<file path="src/design/lit_table_pkg.sv">
// Opcode patterns, field positions and reset values for the literal and table decoder
package lit_table_pkg;
    localparam int DATA_W = 8;
    localparam int PTR_W = 21;
    localparam int IND_W = 12;
    localparam int NUM_IND = 3;
    localparam int BANK_W = 4;

    // Upper byte of literal, two-word pointer load and table instructions
    localparam logic [7:0] OP_ADD = 8'h0f;
    localparam logic [7:0] OP_AND = 8'h0b;
    localparam logic [7:0] OP_IOR = 8'h09;
    localparam logic [7:0] OP_XOR = 8'h0a;
    localparam logic [7:0] OP_SUB = 8'h08;
    localparam logic [7:0] OP_MOV = 8'h0e;
    localparam logic [7:0] OP_MUL = 8'h0d;
    localparam logic [7:0] OP_RET = 8'h0c;
    localparam logic [7:0] OP_BANK = 8'h01;
    localparam logic [7:0] OP_PTR1 = 8'hee;
    localparam logic [7:0] OP_PTR2 = 8'hf0;
    localparam logic [7:0] OP_ZERO = 8'h00;
    localparam logic [3:0] NIB_ZERO = 4'h0;
    localparam logic [3:0] NIB_SECOND = 4'hf;
    localparam logic [1:0] PTR_SEL_HI = 2'h0;

    // Table group: bits 3:2 of a word whose upper 12 bits are zero
    localparam logic [1:0] TBL_READ = 2'h2;
    localparam logic [1:0] TBL_WRITE = 2'h3;

    // Table pointer modes in bits 1:0
    localparam logic [1:0] MODE_NONE = 2'h0;
    localparam logic [1:0] MODE_POST_INC = 2'h1;
    localparam logic [1:0] MODE_POST_DEC = 2'h2;
    localparam logic [1:0] MODE_PRE_INC = 2'h3;

    localparam logic [DATA_W-1:0] RST_BYTE = 8'h00;
    localparam logic [PTR_W-1:0] RST_PTR = 21'h000000;
    localparam logic [IND_W-1:0] RST_IND = 12'h000;

    typedef enum logic [2:0] {
        ALU_ADD = 3'h0,
        ALU_SUB = 3'h1,
        ALU_AND = 3'h2,
        ALU_IOR = 3'h3,
        ALU_XOR = 3'h4
    } alu_op_t;

    typedef enum logic [3:0] {
        ST_EXEC = 4'b0001,
        ST_PTR2 = 4'b0010,
        ST_TBL2 = 4'b0100,
        ST_FLUSH = 4'b1000
    } state_t;
endpackage

</file>
<file path="src/design/literal_and_table_op_decoder.sv">
// Decode and execute of literal and program-memory table instructions
// Contract
// RULE1: Add immediate adds literal to working register, updating all five flags.
// RULE2: And immediate ANDs literal into working register; only zero and negative change.
// RULE3: Or immediate ORs literal into working register; only zero and negative change.
// RULE4: Xor immediate XORs literal into working register; only zero and negative change.
// RULE5: Reverse subtract puts literal minus working register there, updating all flags.
// RULE6: Load immediate puts literal in working register, flags untouched.
// RULE7: Load bank immediate writes four literal bits to bank select, no flags.
// RULE8: Multiply immediate multiplies literal by working register in one cycle, no flags.
// RULE9: Return with immediate loads literal, returns, takes two cycles, no flags.
// RULE10: Two-word pointer load sets a 12-bit indirect pointer over two cycles.
// RULE11: Table reads take two cycles into the latch with four pointer modes.
// RULE12: Table writes take two cycles from the latch with four pointer modes.
// RULE13: Port read-modify-write uses sampled pin levels, not output latch.
// RULE14: Writing the timer zero count clears its prescaler when assigned.
// RULE15: Flow change or true test costs two cycles, second one a no-op.
// RULE16: A stray second word of a two-word instruction runs as no-op.
// RULE17: Table accesses use a 21-bit table pointer that the mode updates.
// RULE18: Multiply result goes to product high and low, not working register.
// RULE19: Subtract carry means no borrow; digit carry likewise for bit three.
`timescale 1ns/1ps
`default_nettype none
module literal_and_table_op_decoder
    import lit_table_pkg::*;
(
    input wire logic clock_i,
    input wire logic resetn_i,
    input wire logic instr_valid_i,
    input wire logic [15:0] instr_i,
    input wire logic flow_change_i,
    input wire logic [DATA_W-1:0] tbl_rdata_i,
    input wire logic port_rmw_i,
    input wire logic [DATA_W-1:0] port_pins_i,
    input wire logic [DATA_W-1:0] port_latch_i,
    input wire logic timer_zero_count_write_i,
    input wire logic prescaler_assigned_i,
    output logic stall_o,
    output logic second_word_nop_o,
    output logic return_o,
    output logic [DATA_W-1:0] working_register_o,
    output logic [BANK_W-1:0] bank_select_register_o,
    output logic [IND_W-1:0] indirect_pointer0_o,
    output logic [IND_W-1:0] indirect_pointer1_o,
    output logic [IND_W-1:0] indirect_pointer2_o,
    output logic [PTR_W-1:0] table_pointer_o,
    output logic [DATA_W-1:0] table_latch_o,
    output logic [DATA_W-1:0] product_high_o,
    output logic [DATA_W-1:0] product_low_o,
    output logic carry_o,
    output logic digit_carry_o,
    output logic zero_o,
    output logic signed_wrap_flag_o,
    output logic negative_o,
    output logic tbl_rd_o,
    output logic tbl_wr_o,
    output logic [PTR_W-1:0] tbl_addr_o,
    output logic [DATA_W-1:0] port_operand_o,
    output logic prescaler_clear_o
);
    typedef struct packed {
        state_t st;
        logic [DATA_W-1:0] work;
        logic [BANK_W-1:0] bank;
        logic [NUM_IND-1:0][IND_W-1:0] ind;
        logic [1:0] ptr_sel;
        logic [3:0] ptr_hi;
        logic [PTR_W-1:0] tbl_ptr;
        logic [DATA_W-1:0] tbl_latch;
        logic [DATA_W-1:0] prod_hi;
        logic [DATA_W-1:0] prod_lo;
        logic c;
        logic dig;
        logic z;
        logic wrap;
        logic n;
        logic tbl_rd;
        logic tbl_wr;
        logic [PTR_W-1:0] tbl_addr;
        logic ret;
        logic stall;
        logic nop;
        logic presc_clr;
        logic [DATA_W-1:0] port_opnd;
    } core_state_t;

    core_state_t q;
    core_state_t d;

    alu_op_t alu_op;
    logic [DATA_W-1:0] alu_res;
    logic alu_c;
    logic alu_dig;
    logic alu_z;
    logic alu_wrap;
    logic alu_n;
    logic [2*DATA_W-1:0] alu_prod;
    logic [7:0] hi;
    logic [7:0] lit;
    logic exec;

    function automatic logic [PTR_W-1:0] ptr_after(input logic [PTR_W-1:0] p,
                                                   input logic [1:0] mode);
        case (mode)
            MODE_POST_INC: ptr_after = p + 21'h000001;
            MODE_PRE_INC: ptr_after = p + 21'h000001;
            MODE_POST_DEC: ptr_after = p - 21'h000001;
            default: ptr_after = p;
        endcase
    endfunction

    assign hi = instr_i[15:8];
    assign lit = instr_i[7:0];
    assign exec = instr_valid_i && (q.st == ST_EXEC) && !flow_change_i;

    always_comb
    begin
        case (hi)
            OP_SUB: alu_op = ALU_SUB;
            OP_AND: alu_op = ALU_AND;
            OP_IOR: alu_op = ALU_IOR;
            OP_XOR: alu_op = ALU_XOR;
            default: alu_op = ALU_ADD;
        endcase
    end

    literal_alu literal_alu_inst (
        .op_i(alu_op),
        .lit_i(lit),
        .work_i(q.work),
        .result_o(alu_res),
        .carry_o(alu_c),
        .digit_carry_o(alu_dig),
        .zero_o(alu_z),
        .signed_wrap_flag_o(alu_wrap),
        .negative_o(alu_n),
        .product_o(alu_prod)
    );

    always_comb
    begin
        d = q;
        d.tbl_rd = 1'b0;
        d.tbl_wr = 1'b0;
        d.ret = 1'b0;
        d.stall = 1'b0;
        d.nop = 1'b0;
        d.presc_clr = timer_zero_count_write_i && prescaler_assigned_i; // [RULE14]
        d.port_opnd = port_rmw_i ? port_pins_i : port_latch_i; // [RULE13]
        case (q.st)
            ST_EXEC:
            begin
                if (instr_valid_i && flow_change_i)
                begin
                    d.st = ST_FLUSH; // [RULE15]
                    d.stall = 1'b1;
                end
                else if (instr_valid_i)
                begin
                    case (hi)
                        OP_ADD, OP_SUB:
                        begin
                            d.work = alu_res; // [RULE1] [RULE5]
                            d.c = alu_c; // [RULE19]
                            d.dig = alu_dig;
                            d.z = alu_z;
                            d.wrap = alu_wrap;
                            d.n = alu_n;
                        end
                        OP_AND, OP_IOR, OP_XOR:
                        begin
                            d.work = alu_res; // [RULE2] [RULE3] [RULE4]
                            d.z = alu_z;
                            d.n = alu_n;
                        end
                        OP_MOV: d.work = lit; // [RULE6]
                        OP_MUL:
                        begin
                            d.prod_hi = alu_prod[15:8]; // [RULE8] [RULE18]
                            d.prod_lo = alu_prod[7:0];
                        end
                        OP_RET:
                        begin
                            d.work = lit; // [RULE9]
                            d.ret = 1'b1;
                            d.st = ST_FLUSH;
                            d.stall = 1'b1;
                        end
                        OP_BANK:
                        begin
                            if (instr_i[7:4] == NIB_ZERO)
                            begin
                                d.bank = instr_i[3:0]; // [RULE7]
                            end
                        end
                        OP_PTR1:
                        begin
                            // Reserved pointer code 3 still swallows its second word
                            if (instr_i[7:6] == PTR_SEL_HI)
                            begin
                                d.ptr_sel = instr_i[5:4]; // [RULE10]
                                d.ptr_hi = instr_i[3:0];
                                d.st = ST_PTR2;
                            end
                        end
                        OP_ZERO:
                        begin
                            if (instr_i[7:4] == NIB_ZERO &&
                                (instr_i[3:2] == TBL_READ || instr_i[3:2] == TBL_WRITE))
                            begin
                                // Pre-increment addresses the advanced pointer
                                d.tbl_addr = (instr_i[1:0] == MODE_PRE_INC) ?
                                    ptr_after(q.tbl_ptr, instr_i[1:0]) : q.tbl_ptr; // [RULE17]
                                d.tbl_ptr = ptr_after(q.tbl_ptr, instr_i[1:0]); // [RULE17]
                                d.tbl_rd = (instr_i[3:2] == TBL_READ); // [RULE11]
                                d.tbl_wr = (instr_i[3:2] == TBL_WRITE); // [RULE12]
                                d.st = ST_TBL2;
                                d.stall = 1'b1;
                            end
                        end
                        default:
                        begin
                            d.nop = (instr_i[15:12] == NIB_SECOND); // [RULE16]
                        end
                    endcase
                end
            end
            ST_PTR2:
            begin
                if (instr_valid_i)
                begin
                    // A word that is not an operand word abandons the load
                    if (hi == OP_PTR2 && q.ptr_sel < 2'(NUM_IND))
                    begin
                        d.ind[q.ptr_sel] = {q.ptr_hi, lit}; // [RULE10]
                    end
                    d.st = ST_EXEC;
                end
            end
            ST_TBL2:
            begin
                if (q.tbl_rd)
                begin
                    d.tbl_latch = tbl_rdata_i; // [RULE11]
                end
                d.st = ST_EXEC;
            end
            ST_FLUSH: d.st = ST_EXEC; // [RULE15]
            default: d.st = ST_EXEC;
        endcase
    end

    always_ff @(posedge clock_i or negedge resetn_i)
    begin
        if (!resetn_i)
        begin
            q <= '0;
            q.st <= ST_EXEC;
        end
        else
        begin
            q <= d;
        end
    end

    assign stall_o = q.stall;
    assign second_word_nop_o = q.nop;
    assign return_o = q.ret;
    assign working_register_o = q.work;
    assign bank_select_register_o = q.bank;
    assign indirect_pointer0_o = q.ind[0];
    assign indirect_pointer1_o = q.ind[1];
    assign indirect_pointer2_o = q.ind[2];
    assign table_pointer_o = q.tbl_ptr;
    assign table_latch_o = q.tbl_latch;
    assign product_high_o = q.prod_hi;
    assign product_low_o = q.prod_lo;
    assign carry_o = q.c;
    assign digit_carry_o = q.dig;
    assign zero_o = q.z;
    assign signed_wrap_flag_o = q.wrap;
    assign negative_o = q.n;
    assign tbl_rd_o = q.tbl_rd;
    assign tbl_wr_o = q.tbl_wr;
    assign tbl_addr_o = q.tbl_addr;
    assign port_operand_o = q.port_opnd;
    assign prescaler_clear_o = q.presc_clr;
endmodule
`default_nettype wire

</file>
<file path="src/design/literal_alu.sv">
// Combinational literal arithmetic, logic and multiply unit
`timescale 1ns/1ps
`default_nettype none
module literal_alu
    import lit_table_pkg::*;
(
    input wire alu_op_t op_i,
    input wire logic [DATA_W-1:0] lit_i,
    input wire logic [DATA_W-1:0] work_i,
    output logic [DATA_W-1:0] result_o,
    output logic carry_o,
    output logic digit_carry_o,
    output logic zero_o,
    output logic signed_wrap_flag_o,
    output logic negative_o,
    output logic [2*DATA_W-1:0] product_o
);
    logic [DATA_W-1:0] b;
    logic cin;
    logic [DATA_W:0] sum;
    logic [4:0] low;

    always_comb
    begin
        // Reverse subtract is literal plus inverted working value plus one
        b = (op_i == ALU_SUB) ? ~work_i : work_i;
        cin = (op_i == ALU_SUB);
        sum = {1'b0, lit_i} + {1'b0, b} + {8'h00, cin};
        low = {1'b0, lit_i[3:0]} + {1'b0, b[3:0]} + {4'h0, cin};
        case (op_i)
            ALU_AND: result_o = lit_i & work_i;
            ALU_IOR: result_o = lit_i | work_i;
            ALU_XOR: result_o = lit_i ^ work_i;
            default: result_o = sum[DATA_W-1:0];
        endcase
        // Carry out of the sum is set on no borrow for subtraction
        carry_o = sum[DATA_W];
        digit_carry_o = low[4];
        signed_wrap_flag_o = (lit_i[7] == b[7]) && (sum[7] != lit_i[7]);
        zero_o = (result_o == RST_BYTE);
        negative_o = result_o[DATA_W-1];
        product_o = {8'h00, lit_i} * {8'h00, work_i};
    end
endmodule
`default_nettype wire

</file>
<file path="config.mk">
export PLATFORM = sky130hd
export DESIGN_NAME = literal_and_table_op_decoder
export DESIGN_NICKNAME = d
export VERILOG_FILES = /design/src/design/lit_table_pkg.sv /design/src/design/literal_and_table_op_decoder.sv /design/src/design/literal_alu.sv
export SDC_FILE = /design/constraint.sdc
export NUM_CORES = 1
export LEC_CHECK = 0
export BUFFER_PORTS_ARGS = -buffer_cell sky130_fd_sc_hd__buf_2
export CAP_MARGIN = 10
export CORE_ASPECT_RATIO = 0.6
export CORE_MARGIN = 3
export CORE_UTILIZATION = 50
export CTS_CLUSTER_SIZE = 28
export DETAILED_ROUTE_END_ITERATION = 10
export HOLD_SLACK_MARGIN = 0.02
export PLACE_DENSITY = 0.74
export SLEW_MARGIN = 20
export SYNTH_ARGS = -nofsm -noshare
export SYNTH_HDL_FRONTEND = slang
export SYNTH_SLANG_ARGS = --single-unit
</file>
<file path="constraint.sdc">
create_clock -name clock_i -period 4.15 [get_ports clock_i]
set_clock_uncertainty 0.05 [all_clocks]
set_input_delay 0.83 -clock clock_i [delete_from_list [all_inputs] [get_ports clock_i]]
set_output_delay 0.83 -clock clock_i [all_outputs]
set_load 0.05 [all_outputs]
</file>
==> out/metrics.cfg, run 1 <==
[sta]
slew_violations=0
grt_setup_unrepaired=yes
hold_violations=0
tightest_slew_ps=1080
fmax_ghz=0.228
max_slew_margin_pct=27.5
setup_ws_ps=-236
holdWs_ps=363
fin_setup_tns_ps=-645
setup_violations=5
period_minus_slack_ps=4390
min_period_over_period_pct=106

[layout]
fin_area_sq_um=12400
drive_above_1_share_pct=34.5
final_nets=1389
area_growth_pct=20.3

[clock_tree]
cts_tree=done
clk_pin_slew_ps=70
cts_max_level=4
clock_latency_ps=430
cts_buffers=17
cts.path.max_buffers=2
clkSinkCount=143
cts_root_buffer=clkbuf_16
cts_hold_buffers=0

[drt]
drc=0
wirelength_um=28500
wl_per_cell_um=18.7
num_vias=8259
ant_nets=0
vias_per_cell=5.42
drt_pass1_iterations=5
drt_iter0_markers=709

[place]
placed_cell_area_sq_um=11300
gp_congestion=0.956
port_buffers=179
dpl.hpwl_um=21600
dpl_worst_slack_ps=-886

[critical_path]
r2r_slack_ps=-230
regToRegEndpoint=product_high_o[7]
crit_required_ps=4470
rr_worst_depth=16
critical_path_class=input pin to flop
cp_data_arrival_time_ps=4710
crit_path_start_kind=input pin
rr_startpoint=working_register_o[2]
worst_setup_path_end_kind=flop
path_max_fanout=2

[floorplanning]
rows=39
die_x_um=191
die-area_sq_um=22400
core_area_sq_um=19600
start_util_pct=52.5
die_h_um=117
io_pins=180

[logic_synthesis]
postSynthCellCount=1090
synthTopCellsByArea=dfrtp_1, buf_4, ha_1, fa_1, nand2_1
ys_async_sr_fraction_pct=100
syn-num-nets=1235
yosys_warnings=0
ys.flop_type=dfrtp_1
ys_seq_elements=143
synth_top_cell_area_share_pct=34.5
synth_edf_count=0
synthDistinctLibCells=72
yosysTopAreaCell=dfrtp_1
synth_area_per_cell_sq_um=9.44
yosysSeqAreaShare_pct=34.8
syn_area_sq_um=10300

[global_routing]
grt_pass1_wl_um=45100
grt_usage_pct=26.2
antenna_found_initial=0
gr-total-overflow=0
grt_max_degree=77
grt_pass1_vias=8144

[pwr]
ir_drop_v=0.000552
power_per_cell_area_nw_per_um2=494
leakage_uw=0.00646

[min_path]
hp-class=input pin to async pin

[run]
drv_cap=0

[outcome]
status=finished, violations left
violations=negative setup slack

## per-stage QoR
| step | util (%) | power [uW] | instances |
|---|---|---|---|
| finish | 63.1 | 6120 | 1525 |
| global route | 63.1 | 6510 | 1523 |
| CTS | 62.6 | 6010 | 1520 |
| detailed placement | 57.7 | 4020 | 1477 |
| global placement | 57.7 | 3940 | 1477 |
| floorplan | - | 3180 | 1090 |
## area by class of cell
type	instances	area, sq um
Antenna cell	2	5.00
Fill cell	1656	7240
Inverter	78	313
Tap cell	266	333
Timing Repair Buffer	298	1890
Multi-Input combinational cell	706	5570
Clock inverter	12	231
Sequential cell	143	3590
Clock buffer	20	447
## state kept, by name, indices dropped and copies added (netlist names), 4 cells and up
signal and cells:
product_high_o 8, working_register_o 8, port_operand_o 8, product_low_o 8
table_pointer_o 21, table_latch_o 8, bank_select_register_o 4, indirect_pointer0_o 12
q 10, indirect_pointer2_o 12, indirect_pointer1_o 12, tbl_addr_o 21
## worst max-delay path, stage by stage
cell	delay, ps
buf_12	80
nand2_4	40
fa_1	510
fa_1	560
inv_1	50
fa_1	470
inv_1	50
fa_1	490
inv_2	50
ha_4	260
o21a_1	110
o31a_1	180
o211ai_1	140
a21oi_2	220
nor3_2	70
or4b_1	510
nand3_1	80
## per-layer routing
| metal | vias to the layer above | wire length (um) | global-route usage, % |
|---|---|---|---|
| li1 | 3866 | - | - |
| met1 | 4008 | 13800 | 40.3 |
| met2 | 360 | 11400 | 35.9 |
| met3 | 25 | 3030 | 8.15 |
| met4 | 0 | 255 | 5.42 |
| met5 | - | 0 | 0 |
## where the power goes
| part | total [uW] | switching (uW) | internal [uW] |
|---|---|---|---|
| combinational | 2860 | 1490 | 1370 |
| clock | 1790 | 637 | 1150 |
| sequential | 1470 | 37.1 | 1430 |
## layout by cell type (no fill, tap or decap), drive strengths merged, types with 3 or more instances in the layout
cell type | netlist | routed
xor2 | 31 | 31
clkbuf | 31 | 20
xnor2 | 29 | 29
or2 | 4 | 4
nand2b | 3 | 3
a21oi | 26 | 26
mux2 | 63 | 63
o31ai | 3 | 3
clkinv | 3 | 6
or4 | 5 | 5
nor4 | 12 | 12
a22oi | 8 | 8
nor2b | 6 | 6
nor3 | 23 | 23
o211ai | 5 | 5
bufinv | 0 | 6
nand4 | 14 | 14
nand2 | 120 | 120
inv | 75 | 77
o21a | 5 | 5
a31oi | 4 | 4
nand3 | 27 | 27
dfrtp | 142 | 142
and3 | 10 | 10
buf | 132 | 298
a211oi | 6 | 6
o21ai | 47 | 47
fa | 37 | 37
nor2 | 97 | 97
mux2i | 12 | 12
and2 | 4 | 4
o22ai | 5 | 5
or3 | 6 | 6
ha | 61 | 61
## Yosys cell counts (all sizes together), types with 2 or more instances
cell and instances:
dfrtp 142, buf 132, nand2 120, nor2 97, inv 75, mux2 63
ha 61, o21ai 47, fa 37, clkbuf 31, xor2 31, xnor2 29
nand3 27, a21oi 26, nor3 23, nand4 14, mux2i 12, nor4 12
and3 10, a22oi 8, a211oi 6, nor2b 6, or3 6, o211ai 5
o21a 5, o22ai 5, or4 5, a31oi 4, and2 4, or2 4
clkinv 3, nand2b 3, o31ai 3, a21o 2, a311oi 2, a32oi 2
and4 2, nand3b 2, nand4b 2, nor3b 2, o221ai 2, or4b 2
## repair_timing
action	in CTS	in global routing
gates resized for setup	57	16
setup endpoints to repair	7	7
setup buffers	12	2
cloned	0	0
pin swaps	36	10
hold endpoints to repair	0	0
## cells by family (layout without fill, tap and decap cells)
group / count (synthesis) / count (layout) / share of synthesized area (%)
compound gates: 128 / 128 / 7.78
flops: 143 / 143 / 34.8
xor+xnor: 60 / 60 / 5.11
fa+ha+maj: 98 / 98 / 14.6
buf+inv: 241 / 408 / 13.4
simple gates: 345 / 345 / 16.3
other cells: 0 / 2 / 0
mux: 75 / 75 / 8.06
## how the worst max path moves through the flow
stage,end,from,slack [ps]
floorplan,product_high_o[7],instr_i[0],-600
global placement,product_high_o[7],instr_i[2],-770
detailed placement,product_high_o[7],instr_i[3],-890
CTS,product_high_o[7],instr_i[0],-210
global route,product_high_o[6],instr_i[3],-370
finish,product_high_o[7],instr_i[0],-240
Power figures use the tool's default switching activity.
==> run 2, diff against run 1 <==
Settings changed: PLACE_DENSITY 0.74 to 0.71.
Clock period 4.15 ns to 5.55 ns, I/O delays scaled along.
==> run 2 against run 1 <==
  * The flow now finishes without violations
  * Final cell count fell by 6.5%
  * First-iteration DRC count is 11% lower
  * Total power decreased by 39%
  * Critical path depth did not move
  * Register-to-register slack gained 680 ps
  * Global-route usage fell by 1.9 points
  * Count of clock-buffer cells in the layout down 2
  * Worst setup slack better by 690 ps
  * Sequential share of layout area rose by 3.0 points
  * Routed wire length decreased by 6.7%
==> out/metrics.cfg, run 2 (same netlist as run 1, synthesis figures left out) <==
[floorplanning]
rows=39  ; unchanged
core_area_sq_um=19600  ; unchanged
die_h_um=117  ; unchanged
io_pins=180  ; unchanged
start_util_pct=52.5  ; unchanged
die-area_sq_um=22400  ; unchanged
die_x_um=191  ; unchanged

[sta]
fin_setup_tns_ps=0  ; was -645 ps
min_period_over_period_pct=91.8
period_minus_slack_ps=5100
hold_violations=0  ; unchanged
max_slew_margin_pct=29.8  ; was 27.5%
slew_violations=0  ; unchanged
fmax_ghz=0.196
tightest_slew_ps=1050  ; was 1080 ps
setup_violations=0  ; was 5
grt_setup_unrepaired=no  ; was yes

[critical_path]
crit_path_start_kind=flop  ; was input pin
r2r_slack_ps=450  ; was -230 ps
regToRegEndpoint=product_high_o[6]  ; was product_high_o[7]
rr_worst_depth=17  ; was 16
path_max_fanout=8  ; was 2
rr_startpoint=working_register_o[6]  ; was working_register_o[2]
critical_path_class=flop to flop  ; was input pin to flop
cp_data_arrival_time_ps=5360  ; was 4710 ps
crit_required_ps=5820  ; was 4470 ps
worst_setup_path_end_kind=flop  ; unchanged

[drt]
drt_pass1_iterations=5  ; unchanged
ant_nets=0  ; unchanged
wirelength_um=26500  ; was 28500 um
vias_per_cell=5.46  ; was 5.42
drc=0  ; unchanged
drt_iter0_markers=634  ; was 709
num_vias=7789  ; was 8259
wl_per_cell_um=18.6  ; was 18.7 um

[layout]
layout_commonest_cell=buf_2  ; unchanged
multi_input_area_sq_um=5340  ; was 5570 sq um
final_core_util_pct=57.1  ; was 63.1%
drive_above_1_share_pct=24.4  ; was 34.5%
seq_area_sq_um=3580  ; was 3590 sq um
final_nets=1291  ; was 1389
layout_common_cells=buf_2, dfrtp_1, nand2_1  ; was buf_2, dfrtp_1, buf_4
area_growth_pct=8.79  ; was 20.3%
fill_cells=1779  ; was 1656
fin_area_sq_um=11200  ; was 12400 sq um

[clock_tree]
cts.repair.resized=0  ; was 57
cts_tree=done  ; unchanged
cts_max_level=4  ; unchanged
cts_buffers=17  ; unchanged
cts_root_buffer=clkbuf_16  ; unchanged
post_cts_buffers=0  ; was 12
clock_latency_ps=430  ; about the same
cts.path.max_buffers=2  ; unchanged
clkSinkCount=143  ; unchanged
clk_pin_slew_ps=70  ; about the same
cts_hold_buffers=0  ; unchanged

[pwr]
leakage_uw=0.00588  ; was 0.00646 uW
power_per_cell_area_nw_per_um2=332  ; was 494 nW/um^2
ir_drop_v=0.000223  ; was 0.000552 V
power_uw=3720  ; was 6120 uW

[outcome]
status=finished, final reports clean  ; was finished, violations left

[global_routing]
gr-total-overflow=0  ; unchanged
antenna_found_initial=1  ; was 0
grt_pass1_wl_um=41600  ; was 45100 um
grt_usage_pct=24.3  ; was 26.2%
grt_pass1_vias=7384  ; was 8144
grt_max_degree=74  ; was 77

[place]
placed_cell_area_sq_um=10600  ; was 11300 sq um
gp_congestion=1.02  ; was 0.956
dpl.hpwl_um=20400  ; was 21600 um
port_buffers=179  ; unchanged

[min_path]
hold_path_end=tbl_addr_o[7]
hp-class=flop to flop  ; was input pin to async pin
min-delay-start=tbl_addr_o[7]
hold-path-cell-count=2

[run]
drv_cap=0  ; unchanged

run 2: layer usage:
metal	global-route usage, %	vias up	share of wire [%]	routed length, um
met3	8.39	22	11	2980
met1	38.2	3777	50	13200
met4	5.67	0	1.0	272
li1	-	3663	-	-
met5	0	-	0	0
met2	31.2	327	38	10100
run 2: worst max-delay path by stage:
stage	start	to	cells after the start
2_1_floorplan	instr_i[0]	product_high_o[7]	18
3_3_place_gp	instr_i[0]	product_high_o[7]	17
3_5_place_dp	instr_i[2]	product_high_o[6]	18
4_1_cts	working_register_o[6]	product_high_o[6]	17
5_1_grt	working_register_o[6]	product_high_o[6]	17
6_report	working_register_o[6]	product_high_o[6]	17
run 2: report_power, final:
part           switching [uW]  internal, uW
Clock                     481           669
Sequential               37.8          1070
Combinational             883           580
Total                    1400          2320
run 2: layout make-up:
cell class	count	share of cell area (%)
repair buffers	200	9.47
flip-flops and latches	143	32.0
diodes	1	0.0224
multi-input cells	706	47.7
clock buffers	18	3.83
well taps	266	2.97
inverters	78	2.62
clock inverters	14	1.41
run 2: worst max-delay path: stages (launching register included):
cell and delay, ps:
dfrtp_1 670, inv_1 280, nor2_1 210, fa_1 500
fa_1 530, fa_1 540, inv_1 50, fa_1 520
inv_1 40, ha_1 250, nor3_1 220, o211ai_1 180
a311oi_1 310, buf_4 180, o21bai_1 60, a21oi_1 170
xor2_1 160, o21ai_1 70
run 2: stage by stage:
stage               std cells  hold slack, ps  setup slack, ps
floorplan                1090             397             60.5
global placement         1392             406              189
detailed placement       1392             412              119
CTS                      1424             427              550
global route             1425             438              256
finish                   1426             420              453
